### config.mk
export PLATFORM = sky130hd
export DESIGN_NAME = cmsr_core
export DESIGN_NICKNAME = d
export VERILOG_FILES = /design/src/hdl/cmsr_pkg.sv /design/src/hdl/cmsr_alu.sv /design/src/hdl/cmsr_core.sv
export SDC_FILE = /design/constraint.sdc
export NUM_CORES = 1
export LEC_CHECK = 0
export BUFFER_PORTS_ARGS = -buffer_cell sky130_fd_sc_hd__buf_4
export CAP_MARGIN = 20
export CELL_PAD_IN_SITES_DETAIL_PLACEMENT = 0
export CELL_PAD_IN_SITES_GLOBAL_PLACEMENT = 2
export CORE_MARGIN = 2
export CORE_UTILIZATION = 27
export DETAILED_ROUTE_END_ITERATION = 7
export PLACE_DENSITY_LB_ADDON = 0.05
export SYNTH_ARGS = -nofsm -noshare
export SYNTH_HDL_FRONTEND = slang
export SYNTH_SLANG_ARGS = --single-unit
export TNS_END_PERCENT = 10
### constraint.sdc
create_clock -name clk_sys_i -period 3 [get_ports clk_sys_i]
set_input_delay 0 -clock clk_sys_i [delete_from_list [all_inputs] [get_ports clk_sys_i]]
set_output_delay 0 -clock clk_sys_i [all_outputs]
set_load 0.02 [all_outputs]
### src/hdl/cmsr_pkg.sv
`default_nettype none
package cmsr_pkg;
   // ----------------------------------------
   // opcode fields
   // ----------------------------------------
   localparam logic [5:0] OPC_MOVE_FILE = 6'h14;
   localparam logic [5:0] OPC_SUB_BORROW = 6'h16;
   localparam logic [9:0] OPC_LOAD_PTR = 10'h3B8;
   localparam logic [3:0] OPC_LOAD_PTR_2ND = 4'hF;
   localparam logic [14:0] OPC_INT_RETURN = 15'h0008;
   localparam int OPC6_MSB = 15;
   localparam int OPC6_LSB = 10;
   localparam int DEST_BIT = 9;
   localparam int ACCESS_BIT = 8;
   localparam int SHADOW_BIT = 0;
   localparam int PTR_SEL_MSB = 5;
   localparam int PTR_SEL_LSB = 4;
   localparam logic [1:0] PTR_COUNT = 2'h3;
   // ----------------------------------------
   // addressing
   // ----------------------------------------
   localparam logic [7:0] INDEXED_LIMIT = 8'h5F;
   localparam logic [7:0] ACCESS_SFR_BASE = 8'h60;
   localparam logic [3:0] ACCESS_SFR_BANK = 4'hF;
   localparam logic [3:0] BANK_ZERO = 4'h0;
   // ----------------------------------------
   // status flag positions
   // ----------------------------------------
   localparam int FLAG_C = 0;
   localparam int FLAG_DC = 1;
   localparam int FLAG_Z = 2;
   localparam int FLAG_OV = 3;
   localparam int FLAG_N = 4;
   localparam logic [4:0] FLAGS_RESET = 5'h00;
   localparam logic [7:0] BYTE_ZERO = 8'h00;
   localparam logic [11:0] PTR_RESET = 12'h000;
   localparam logic [20:0] PC_RESET = 21'h000000;
   typedef enum logic [1:0] {
      CMSR_IDLE,
      CMSR_PTR_LOW,
      CMSR_RET_IDLE
   } cmsr_state_t;
endpackage : cmsr_pkg
`default_nettype wire

### src/hdl/cmsr_alu.sv
`timescale 1ns/100ps
`default_nettype none
// subtract with borrow: f - w - !c, flags N OV C DC Z
module cmsr_alu (
   input wire logic [7:0] f_i,
   input wire logic [7:0] w_i,
   input wire logic c_i,
   output logic [7:0] diff_o,
   output logic [4:0] flags_o
);
   logic [8:0] full;
   logic [4:0] low;
   always_comb begin
      full = {1'b0, f_i} + {1'b0, ~w_i} + {8'h00, c_i};
      low = {1'b0, f_i[3:0]} + {1'b0, ~w_i[3:0]} + {4'h0, c_i};
      diff_o = full[7:0];
      flags_o = 5'h00;
      flags_o[cmsr_pkg::FLAG_C] = full[8];
      flags_o[cmsr_pkg::FLAG_DC] = low[4];
      flags_o[cmsr_pkg::FLAG_Z] = (full[7:0] == cmsr_pkg::BYTE_ZERO);
      flags_o[cmsr_pkg::FLAG_N] = full[7];
      flags_o[cmsr_pkg::FLAG_OV] = (f_i[7] != w_i[7]) && (full[7] != f_i[7]);
   end
endmodule : cmsr_alu
`default_nettype wire

### src/hdl/cmsr_core.sv
// Notes on behaviour
// - move-file copies the file value to destination, touching only N and Z.
// - destination bit 0 writes the accumulator, 1 writes back to the file.
// - access bit 0 uses the access bank, 1 takes the bank from bank select.
// - extended set, access 0, address up to 95: indexed literal offset addressing.
// - subtract with borrow is f - w - !c, sets N OV C DC Z, one cycle.
// - load-pointer takes two words; high part first cycle, low byte second.
// - interrupt return pops stack top to pc, sets a global enable, idle second cycle.
// - shadow bit set restores accumulator, flags and bank select from shadows.
`timescale 1ns/100ps
`default_nettype none
module cmsr_core (
   input wire logic clk_sys_i,
   input wire logic srst_i,
   input wire logic instr_valid_i,
   input wire logic [15:0] instr_i,
   input wire logic ext_set_en_i,
   input wire logic high_priority_sel_i,
   input wire logic [7:0] file_rdata_i,
   input wire logic [11:0] index_base_i,
   input wire logic [20:0] stack_top_i,
   input wire logic [7:0] accumulator_shadow_i,
   input wire logic [4:0] flags_shadow_i,
   input wire logic [3:0] bank_select_shadow_i,
   input wire logic [3:0] bank_select_wdata_i,
   input wire logic bank_select_we_i,
   output logic [11:0] file_addr_o,
   output logic [7:0] file_wdata_o,
   output logic file_we_o,
   output logic [7:0] accumulator_o,
   output logic [4:0] flags_o,
   output logic [3:0] bank_select_reg_o,
   output logic [11:0] pointer0_o,
   output logic [11:0] pointer1_o,
   output logic [11:0] pointer2_o,
   output logic [20:0] pc_o,
   output logic stack_pop_o,
   output logic high_priority_global_enable_o,
   output logic low_priority_global_enable_o,
   output logic busy_o
);
   cmsr_pkg::cmsr_state_t state;
   logic [5:0] opc6;
   logic move_file_op;
   logic subtract_with_borrow_op;
   logic load_pointer_literal_op;
   logic interrupt_return_op;
   logic dest_file;
   logic [11:0] eff_addr;
   logic [7:0] sub_diff;
   logic [4:0] sub_flags;
   logic [1:0] ptr_sel;
   logic [3:0] ptr_high_lit;
   localparam int PTR_SEL_MSB_C = cmsr_pkg::PTR_SEL_MSB;
   logic [1:0] ptr_sel_now;
   logic go;

   // ----------------------------------------
   // decode
   // ----------------------------------------
   assign go = instr_valid_i && (state == cmsr_pkg::CMSR_IDLE);
   assign opc6 = instr_i[cmsr_pkg::OPC6_MSB:cmsr_pkg::OPC6_LSB];
   assign move_file_op = go && (opc6 == cmsr_pkg::OPC_MOVE_FILE);
   assign subtract_with_borrow_op = go && (opc6 == cmsr_pkg::OPC_SUB_BORROW);
   assign load_pointer_literal_op = go && (instr_i[15:6] == cmsr_pkg::OPC_LOAD_PTR)
      && (instr_i[PTR_SEL_MSB_C:cmsr_pkg::PTR_SEL_LSB] < cmsr_pkg::PTR_COUNT);
   assign interrupt_return_op = go && (instr_i[15:1] == cmsr_pkg::OPC_INT_RETURN);
   assign dest_file = instr_i[cmsr_pkg::DEST_BIT];

   // access bank: below 0x60 is ram bank 0 (or indexed), from 0x60 up the special registers
   always_comb begin
      if (instr_i[cmsr_pkg::ACCESS_BIT]) begin
         eff_addr = {bank_select_reg_o, instr_i[7:0]};
      end else if (ext_set_en_i && (instr_i[7:0] <= cmsr_pkg::INDEXED_LIMIT)) begin
         eff_addr = index_base_i + {4'h0, instr_i[7:0]};
      end else if (instr_i[7:0] >= cmsr_pkg::ACCESS_SFR_BASE) begin
         eff_addr = {cmsr_pkg::ACCESS_SFR_BANK, instr_i[7:0]};
      end else begin
         eff_addr = {cmsr_pkg::BANK_ZERO, instr_i[7:0]};
      end
   end
   assign file_addr_o = eff_addr;

   cmsr_alu u_alu (
      .f_i(file_rdata_i),
      .w_i(accumulator_o),
      .c_i(flags_o[cmsr_pkg::FLAG_C]),
      .diff_o(sub_diff),
      .flags_o(sub_flags)
   );

   // ----------------------------------------
   // sequencing
   // ----------------------------------------
   always_ff @(posedge clk_sys_i) begin
      if (srst_i) begin
         state <= cmsr_pkg::CMSR_IDLE;
         busy_o <= 1'b0;
      end else begin
         unique case (state)
            cmsr_pkg::CMSR_IDLE: begin
               if (load_pointer_literal_op) begin
                  state <= cmsr_pkg::CMSR_PTR_LOW;
                  busy_o <= 1'b1;
               end else if (interrupt_return_op) begin
                  state <= cmsr_pkg::CMSR_RET_IDLE;
                  busy_o <= 1'b1;
               end
            end
            cmsr_pkg::CMSR_PTR_LOW: begin
               if (instr_valid_i) begin
                  state <= cmsr_pkg::CMSR_IDLE;
                  busy_o <= 1'b0;
               end
            end
            cmsr_pkg::CMSR_RET_IDLE: begin
               state <= cmsr_pkg::CMSR_IDLE;
               busy_o <= 1'b0;
            end
            default: begin
               state <= cmsr_pkg::CMSR_IDLE;
               busy_o <= 1'b0;
            end
         endcase
      end
   end

   // ----------------------------------------
   // file write port
   // ----------------------------------------
   always_ff @(posedge clk_sys_i) begin
      if (srst_i) begin
         file_we_o <= 1'b0;
         file_wdata_o <= cmsr_pkg::BYTE_ZERO;
      end else begin
         file_we_o <= (move_file_op || subtract_with_borrow_op) && dest_file;
         file_wdata_o <= move_file_op ? file_rdata_i : sub_diff;
      end
   end

   // ----------------------------------------
   // accumulator, flags, bank select
   // ----------------------------------------
   always_ff @(posedge clk_sys_i) begin
      if (srst_i) begin
         accumulator_o <= cmsr_pkg::BYTE_ZERO;
         flags_o <= cmsr_pkg::FLAGS_RESET;
         bank_select_reg_o <= cmsr_pkg::BANK_ZERO;
      end else begin
         if (bank_select_we_i) begin
            bank_select_reg_o <= bank_select_wdata_i;
         end
         if (move_file_op) begin
            if (!dest_file) begin
               accumulator_o <= file_rdata_i;
            end
            flags_o[cmsr_pkg::FLAG_N] <= file_rdata_i[7];
            flags_o[cmsr_pkg::FLAG_Z] <= (file_rdata_i == cmsr_pkg::BYTE_ZERO);
         end else if (subtract_with_borrow_op) begin
            if (!dest_file) begin
               accumulator_o <= sub_diff;
            end
            flags_o <= sub_flags;
         end else if (interrupt_return_op && instr_i[cmsr_pkg::SHADOW_BIT]) begin
            accumulator_o <= accumulator_shadow_i;
            flags_o <= flags_shadow_i;
            bank_select_reg_o <= bank_select_shadow_i;
         end
      end
   end

   // ----------------------------------------
   // pointers: high nibble first, low byte on second word
   // ----------------------------------------
   always_ff @(posedge clk_sys_i) begin
      if (srst_i) begin
         ptr_sel <= 2'h0;
      end else if (load_pointer_literal_op) begin
         // the selector must survive into the second word, which carries none
         ptr_sel <= ptr_sel_now;
      end
   end
   assign ptr_high_lit = instr_i[3:0];
   assign ptr_sel_now = instr_i[PTR_SEL_MSB_C:cmsr_pkg::PTR_SEL_LSB];
   always_ff @(posedge clk_sys_i) begin
      if (srst_i) begin
         pointer0_o <= cmsr_pkg::PTR_RESET;
         pointer1_o <= cmsr_pkg::PTR_RESET;
         pointer2_o <= cmsr_pkg::PTR_RESET;
      end else begin
         if (load_pointer_literal_op && ptr_sel_now == 2'h0) pointer0_o[11:8] <= ptr_high_lit;
         if (load_pointer_literal_op && ptr_sel_now == 2'h1) pointer1_o[11:8] <= ptr_high_lit;
         if (load_pointer_literal_op && ptr_sel_now == 2'h2) pointer2_o[11:8] <= ptr_high_lit;
         if (state == cmsr_pkg::CMSR_PTR_LOW && instr_valid_i) begin
            if (ptr_sel == 2'h0) pointer0_o[7:0] <= instr_i[7:0];
            if (ptr_sel == 2'h1) pointer1_o[7:0] <= instr_i[7:0];
            if (ptr_sel == 2'h2) pointer2_o[7:0] <= instr_i[7:0];
         end
      end
   end

   // ----------------------------------------
   // interrupt return
   // ----------------------------------------
   always_ff @(posedge clk_sys_i) begin
      if (srst_i) begin
         pc_o <= cmsr_pkg::PC_RESET;
         stack_pop_o <= 1'b0;
         high_priority_global_enable_o <= 1'b0;
         low_priority_global_enable_o <= 1'b0;
      end else begin
         stack_pop_o <= interrupt_return_op;
         if (interrupt_return_op) begin
            pc_o <= stack_top_i;
            if (high_priority_sel_i) begin
               high_priority_global_enable_o <= 1'b1;
            end else begin
               low_priority_global_enable_o <= 1'b1;
            end
         end
      end
   end

   // ----------------------------------------
   // checks
   // ----------------------------------------
   property p_move_flags;
      @(posedge clk_sys_i) disable iff (srst_i)
      move_file_op |=> flags_o[cmsr_pkg::FLAG_C] == $past(flags_o[cmsr_pkg::FLAG_C])
         && flags_o[cmsr_pkg::FLAG_OV] == $past(flags_o[cmsr_pkg::FLAG_OV]);
   endproperty
   a_move_flags: assert property (p_move_flags) else $error("move changed C or OV");
   property p_move_dest;
      @(posedge clk_sys_i) disable iff (srst_i)
      move_file_op && !dest_file |=> accumulator_o == $past(file_rdata_i) && !file_we_o;
   endproperty
   a_move_dest: assert property (p_move_dest) else $error("move to accumulator wrong");
   property p_file_dest;
      @(posedge clk_sys_i) disable iff (srst_i)
      (move_file_op || subtract_with_borrow_op) && dest_file |=> file_we_o;
   endproperty
   a_file_dest: assert property (p_file_dest) else $error("file write missing");
   property p_bank;
      @(posedge clk_sys_i) disable iff (srst_i)
      instr_i[cmsr_pkg::ACCESS_BIT] |-> file_addr_o[11:8] == bank_select_reg_o;
   endproperty
   a_bank: assert property (p_bank) else $error("bank select not used");
   property p_indexed;
      @(posedge clk_sys_i) disable iff (srst_i)
      ext_set_en_i && !instr_i[cmsr_pkg::ACCESS_BIT] && instr_i[7:0] <= cmsr_pkg::INDEXED_LIMIT
         |-> file_addr_o == index_base_i + {4'h0, instr_i[7:0]};
   endproperty
   a_indexed: assert property (p_indexed) else $error("indexed address wrong");
   property p_sub;
      @(posedge clk_sys_i) disable iff (srst_i)
      subtract_with_borrow_op && !dest_file |=> accumulator_o ==
         8'($past(file_rdata_i) - $past(accumulator_o) - {7'h00, !$past(flags_o[cmsr_pkg::FLAG_C])});
   endproperty
   a_sub: assert property (p_sub) else $error("subtract result wrong");
   property p_ptr;
      @(posedge clk_sys_i) disable iff (srst_i)
      load_pointer_literal_op |=> busy_o ##1 (!busy_o || !$past(instr_valid_i));
   endproperty
   a_ptr: assert property (p_ptr) else $error("pointer load length wrong");
   property p_ret;
      @(posedge clk_sys_i) disable iff (srst_i)
      interrupt_return_op |=> pc_o == $past(stack_top_i) && busy_o ##1 !busy_o;
   endproperty
   a_ret: assert property (p_ret) else $error("interrupt return wrong");
   property p_shadow;
      @(posedge clk_sys_i) disable iff (srst_i)
      interrupt_return_op && !instr_i[cmsr_pkg::SHADOW_BIT] && !bank_select_we_i
         |=> $stable(accumulator_o) && $stable(flags_o) && $stable(bank_select_reg_o);
   endproperty
   a_shadow: assert property (p_shadow) else $error("registers changed without shadow");
endmodule : cmsr_core
`default_nettype wire

## Yosys cells after proc, flatten, opt, wreduce, memory -nomap -nowiden

Index checks and enable logic that the tools add are counted.

- Output and inout port bits: 99
- RAM bits: 0
- Memories: 0
- Bits in latches: 0
- Flip-flop bits (word level): 91
- Memory bits (read-only): 0

- Divide/modulo/power cells: 0
- $mul: 0
- $lt $le $gt $ge: 3
- Add/sub/neg operators: 5
- Equality and inequality tests: 15
- Bitwise logic cells: 4
- Muxes and demuxes: 25
- Shift operators: 0
- Reduce and logical (&&, ||, !) cells: 30

Operators with widths:

| kind | count |
|---|---|
| 2-to-1 mux 8 bit | 6 |
| 2-to-1 mux 12 bit | 3 |
| logical NOT 8 bit | 2 |
| 2-to-1 mux 4 bit | 4 |
| equality test 15 x 4 -> 1 bit (second input constant) | 1 |
| logical AND 1 bit | 14 |
| AND reduction 2 bit | 7 |
| adder 12 x 8 -> 12 bit | 1 |
| equality test 6 x 5 -> 1 bit (second input constant) | 2 |
| equality test 10 bit (second input constant) | 1 |
| 2-to-1 mux 5 bit | 2 |
| adder 8 x 8 -> 9 bit | 1 |
| adder 9 x 1 -> 9 bit | 1 |
| >= comparator 8 x 7 -> 1 bit (second input constant) | 1 |
| less-or-equal comparator 8 x 7 -> 1 bit (second input constant) | 1 |
| inverter 8 bit | 1 |
| equality test 2 x 1 -> 1 bit (second input constant) | 3 |
| logical NOT 2 bit | 3 |
| 2-to-1 mux 2 bit | 3 |
| != test 2 bit (second input constant) | 3 |
| adder 4 x 4 -> 5 bit | 1 |
| adder 5 x 1 -> 5 bit | 1 |
| 2-to-1 mux 1 bit | 5 |
| equality test 2 bit (second input constant) | 2 |
| other kinds (11) | 13 |

## Logic depth before layout (Yosys ltp)

- Word-level depth: 7
- Depth in mapped cells: 8

## Hierarchy

A second synthesis with hierarchy kept.

- Cells, all modules: 541
- Area total of the unflattened synthesis: 4777.1 sq um

By module, submodules not included:

| module | instances | area an instance (sq um) | cells each |
|---|---|---|---|
| cmsr_core | 1 | 4310.4 | 481 |
| cmsr_alu | 1 | 466.7 | 60 |

## Least setup slack after synthesis

No wires, ideal clock.

- Kind: reg-to-reg
- Start: reg accumulator_o[0]
- End: reg flags_o[2]
- Cell stages (with the launch flop): 9
- Arrival: 2555 ps
- Data required time: 2913 ps
- Path slack: 358 ps
- Clock period less this slack: 2642 ps
- Setup time: 87 ps
- Path through: dfxtp_1 > inv_1 > fa_1 > fa_1 > a21o_1 > a211oi_1 > nor2_1 > or4_1 > o31ai_1

- Cells in the longest elaborated chain, start to end: 6

Ends and longest elaborated chain:

| item | line | RTL |
|---|---|---|
| from (decl) | cmsr_core.sv:30 | `output logic [7:0] accumulator_o,` |
| from (signal assigned) | cmsr_core.sv:146 | `accumulator_o <= cmsr_pkg::BYTE_ZERO;` |
| from (signal assigned) | cmsr_core.sv:155 | `accumulator_o <= file_rdata_i;` |
| from (signal assigned) | cmsr_core.sv:161 | `accumulator_o <= sub_diff;` |
| inverter 8 bit | cmsr_alu.sv:14 | `full = {1'b0, f_i} + {1'b0, ~w_i} + {8'h00, c_i};` |
| adder 8 x 8 -> 9 bit | cmsr_alu.sv:14 |  |
| adder 9 x 1 -> 9 bit | cmsr_alu.sv:14 |  |
| logical NOT 8 bit | cmsr_alu.sv:20 | `flags_o[cmsr_pkg::FLAG_Z] = (full[7:0] == cmsr_pkg::BYTE_ZERO);` |
| 2-to-1 mux 5 bit | cmsr_core.sv:159 | `end else if (subtract_with_borrow_op) begin` |
| 2-to-1 mux 1 bit | cmsr_core.sv:153 | `if (move_file_op) begin` |
| to (signal, indexed assignment) | cmsr_core.sv:157 | `flags_o[cmsr_pkg::FLAG_N] <= file_rdata_i[7];` |
| to (signal, indexed assignment) | cmsr_core.sv:158 | `flags_o[cmsr_pkg::FLAG_Z] <= (file_rdata_i == cmsr_pkg::BYTE_ZERO);` |
| to (signal assigned) | cmsr_core.sv:163 | `flags_o <= sub_flags;` |
| to (decl) | cmsr_core.sv:31 | `output logic [4:0] flags_o,` |

Every way passes these cells.
A chain may end at the register's enable or synchronous reset.

## Worst setup path in the final report

- Start: in instr_i[2]
- End: out file_addr_o[8]

- Cells in the longest elaborated chain, start to end: 4
- Elaborated cells between the ends (all ways): 7
- Classes of those cells: add/sub (1); order compare (2); mux (3); reduce/logical (1)

Ends and longest elaborated chain:

| item | line | RTL |
|---|---|---|
| from (decl) | cmsr_core.sv:16 | `input wire logic [15:0] instr_i,` |
| >= comparator 8 x 7 -> 1 bit or less-or-equal comparator 8 x 7 -> 1 bit (tied branches) | cmsr_core.sv:76, cmsr_core.sv:74 |  |
| 2-to-1 mux 12 bit or logical AND 1 bit (tied branches) | cmsr_core.sv:76, cmsr_core.sv:74 |  |
| 2-to-1 mux 12 bit (*) | cmsr_core.sv:74 | `end else if (ext_set_en_i && (instr_i[7:0] <= cmsr_pkg::INDEXED_LIMIT)) begin` |
| 2-to-1 mux 12 bit (*) | cmsr_core.sv:72 | `if (instr_i[cmsr_pkg::ACCESS_BIT]) begin` |
| to (decl) | cmsr_core.sv:27 | `output logic [11:0] file_addr_o,` |

Every way passes the cells marked *; elsewhere a longest branch is shown, timed or not.

==> metrics.md <==
| Metric | Value |
|---|---|
| Hold depth | 3 |
| P_leak | about 2.9 nW |
| Layout Area Growth over Synthesis | 48.5% |
| Post-Place Cell Area | 6270 µm² |
| Worst slew pin tran | between 0.9 and 1 ns |
| Ys async rst share | 0 |
| Root Buffer | clkbuf_16 |
| Status | finished clean |
| Seq/Total Area, Yosys | 0.383 |
| Clock skew | 0.00735 ns |
| Post-CTS Resized | 0 |
| CP Class | input pin to primary output |
| Cell area after layout | 7060 µm² |
| Layout cells sized above 1 | 0.275 |
| HPWL Detailed | 12.4 mm |
| Total Routing Usage GR | 0.180 |
| Sinks on the clock net | between 90 and 100 |
| Initial antenna violation count | 0 |
| Maximum clock frequency | between 300 and 400 MHz |
| ANT nets after route | 0 |
| Commonest non-fill, non-tap cell in the layout | buf_4 |
| # IOs | 183 |
| Final Max Tran Viols | 0 |
| PD cells | 419 nW/µm² |
| Vias in the first global route | 4757 |
| Clk buf depth | 2 |
| WL final | ~17 mm |
| Hold Path Sink | accumulator_o[5] |
| Worst Hold Class | input pin to register |
| Full die area | 18700 µm² |
| Register-to-Register Path Depth | 8 |
| Starting Density | 0.276 |
| DR iter-0 viols | about 230 |
| Drt drc | 0 |
| Peak supply drop | about 0.26 mV |
| R2R setup slack | between 0.3 and 0.4 ns |
| Post-synth EDFFs | 0 |
| Overflow left after global routing | 0 |
| TritonCTS Buffers | 9 |
| Die Ht | ~140 µm |
| Predominant post-synthesis flop cell | dfxtp_1 |
| Final core occ | 0.409 |
| Crit. End Element | primary output |
| Pin count of the biggest net entering global routing | between 80 and 90 |
| Hold Vio Cnt, Final | 0 |
| PortBufs | 182 |
| Worst r2r src | accumulator_o[0] |
| Nets | about 900 |
| Syn nets | around 680 |
| Antenna cells | 0 |
| FF-to-FF End | flags_o[2] |
| Slew headroom | 0.359 |
| Synth unique cells | 63 |
| Setup violators final | 0 |
| Setup TNS | 0 ns |
| H-tree Lvls | 3 |
| Avg WL per Cell | 16.6 µm |
| CP Launch Point | instr_i[2] |
| Max FO, Critical Path | 9 |
| Minimum clock period | between 2 and 3 ns |
| TritonCTS clock tree | yes |
| Syn. warnings | 0 |
| Post-CTS setup buffer count | 0 |
| Via Count | slightly below 5000 |
| Avg Synthesized Cell Area | about 8.2 µm² |
| Clock latency on the worst-skew pair | about 0.34 ns |
| Clock-pin slew on the worst setup and hold paths | about 0.070 ns |
| First-pass DRT Iterations | 4 |
| Syn Std Cell Area | 4750 µm² |
| Final Cycle Share | 0.905 |
| Core area | between 15000 and 20000 µm² |
| DIE WIDTH | 137 µm |
| Number of synthesized register bits | between 90 and 100 |
| Synth Instances | ~580 |
| Row cnt | 48 |
| Crit path arrival time | ~2.7 ns |
| Vias/cell | a little under 5 |
| CP required | roughly 3.0 ns |
| Startpoint class of the critical path | input pin |
| Fill cells | roughly 1800 |
| GPL Wtd Cong | 0.839 |
| RSZ-0062 raised after global routing | no |
| Post-CTS Hold Buffers | 46 |
| Max cap viols | 0 |
| Commonest cells after routing, fill and taps aside | 188 x buf_4, 96 x nand2_1, 91 x dfxtp_1, 55 x a21oi_1, 53 x nor2_1 |
| Global-route wire length before repair | around 26 mm |
| Worst Min Path Start | accumulator_shadow_i[5] |
-- power by group --
| group | internal, mW | leakage [nW] | switching [mW] |
|---|---|---|---|
| logic | 0.228 | 2.01 | 0.257 |
| clock network | 0.740 | 0.154 | 0.502 |
| registers | 1.22 | 0.736 | 0.00602 |
| total | 2.19 | 2.90 | 0.765 |
-- worst max-delay path, cell delays in order --
cell and delay (ns):
dlygate4sd3_1 0.54, buf_4 0.18, ha_1 0.36, a21oi_1 0.20
o21ai_0 0.13, a2111oi_0 0.70, nor3_1 0.14, a211oi_1 0.25
buf_4 0.20
-- routing by layer --
| layer | global-route usage | share of wire |
|---|---|---|
| met2 | 0.294 | 0.47 |
| met4 | 0.0469 | 0.013 |
| met5 | 0 | 0 |
| met3 | 0.0493 | 0.065 |
| met1 | 0.233 | 0.45 |
-- metrics by stage --
step	hold slack (ns)	setup WS, ns	power (mW)	cells
floorplan	0.125	0.358	1.49	576
global placement	0.222	0.377	1.69	951
detailed placement	0.227	0.348	1.69	951
CTS	0.00190	0.277	3.01	1013
global route	0.0219	0.0620	3.10	1013
finish	0.0123	0.286	2.95	1013
-- cell type report --
class                           instances  area (µm²)  share of cell area
Clock buffer                           10         229              0.0324
Clock inverter                          6        93.8              0.0133
Inverter                               19        71.3              0.0101
Multi-Input combinational cell        428        2690               0.381
Sequential cell                        91        1820               0.258
Tap cell                              225         282              0.0399
Timing Repair Buffer                  234        1870               0.265
-- registers in the layout, summed over array words and instances (netlist names) --
signal	cells
pc_o	21
pointer0_o	12
pointer1_o	12
pointer2_o	12
accumulator_o	8
file_wdata_o	8
flags_o	5
bank_select_reg_o	4
ptr_sel	2
state	2
busy_o	1
file_we_o	1
high_priority_global_enable_o	1
low_priority_global_enable_o	1
stack_pop_o	1
-- cells in the mapped netlist, types with 4 or more instances --
| cell type | count | area share |
|---|---|---|
| a21o_1 | 7 | 0.011 |
| xnor2_1 | 5 | 0.0092 |
| nor4_1 | 7 | 0.0092 |
| nor3_1 | 8 | 0.0084 |
| inv_1 | 19 | 0.015 |
| o21ai_0 | 18 | 0.019 |
| nand4_1 | 6 | 0.0079 |
| or3_1 | 4 | 0.0053 |
| buf_2 | 7 | 0.0074 |
| nor2_1 | 53 | 0.042 |
| o211ai_1 | 9 | 0.014 |
| clkbuf_1 | 25 | 0.020 |
| o21a_1 | 4 | 0.0063 |
| dfxtp_1 | 91 | 0.38 |
| nand2_1 | 96 | 0.076 |
| a21oi_1 | 55 | 0.058 |
| ha_1 | 15 | 0.040 |
| nand3_1 | 15 | 0.016 |
| a31oi_1 | 5 | 0.0066 |
| mux2i_1 | 37 | 0.078 |
| a211oi_1 | 18 | 0.028 |
| and3_1 | 4 | 0.0053 |
| a211o_1 | 5 | 0.0092 |
-- cells by family (layout without fill, tap and decap cells) --
logic type	Yosys count	count (layout)	synth area share
multiplexers	38	38	0.0803
adder cells (fa/ha/maj)	18	18	0.0521
AND/OR/NAND/NOR	224	224	0.229
XOR/XNOR	6	6	0.0111
buffers and inverters	57	269	0.0508
flip-flops	91	91	0.383
AO/OA/AOI/OAI	142	142	0.194
-- how the worst max path moves through the flow --
stage	to	slack (ns)
6_report	file_addr_o[8]	0.29
3_5_place_dp	flags_o[2]	0.35
3_3_place_gp	flags_o[2]	0.38
2_1_floorplan	flags_o[2]	0.36
4_1_cts	file_addr_o[8]	0.28
5_1_grt	accumulator_o[6]	0.06
Note: power is estimated with default switching activity, not from simulation.
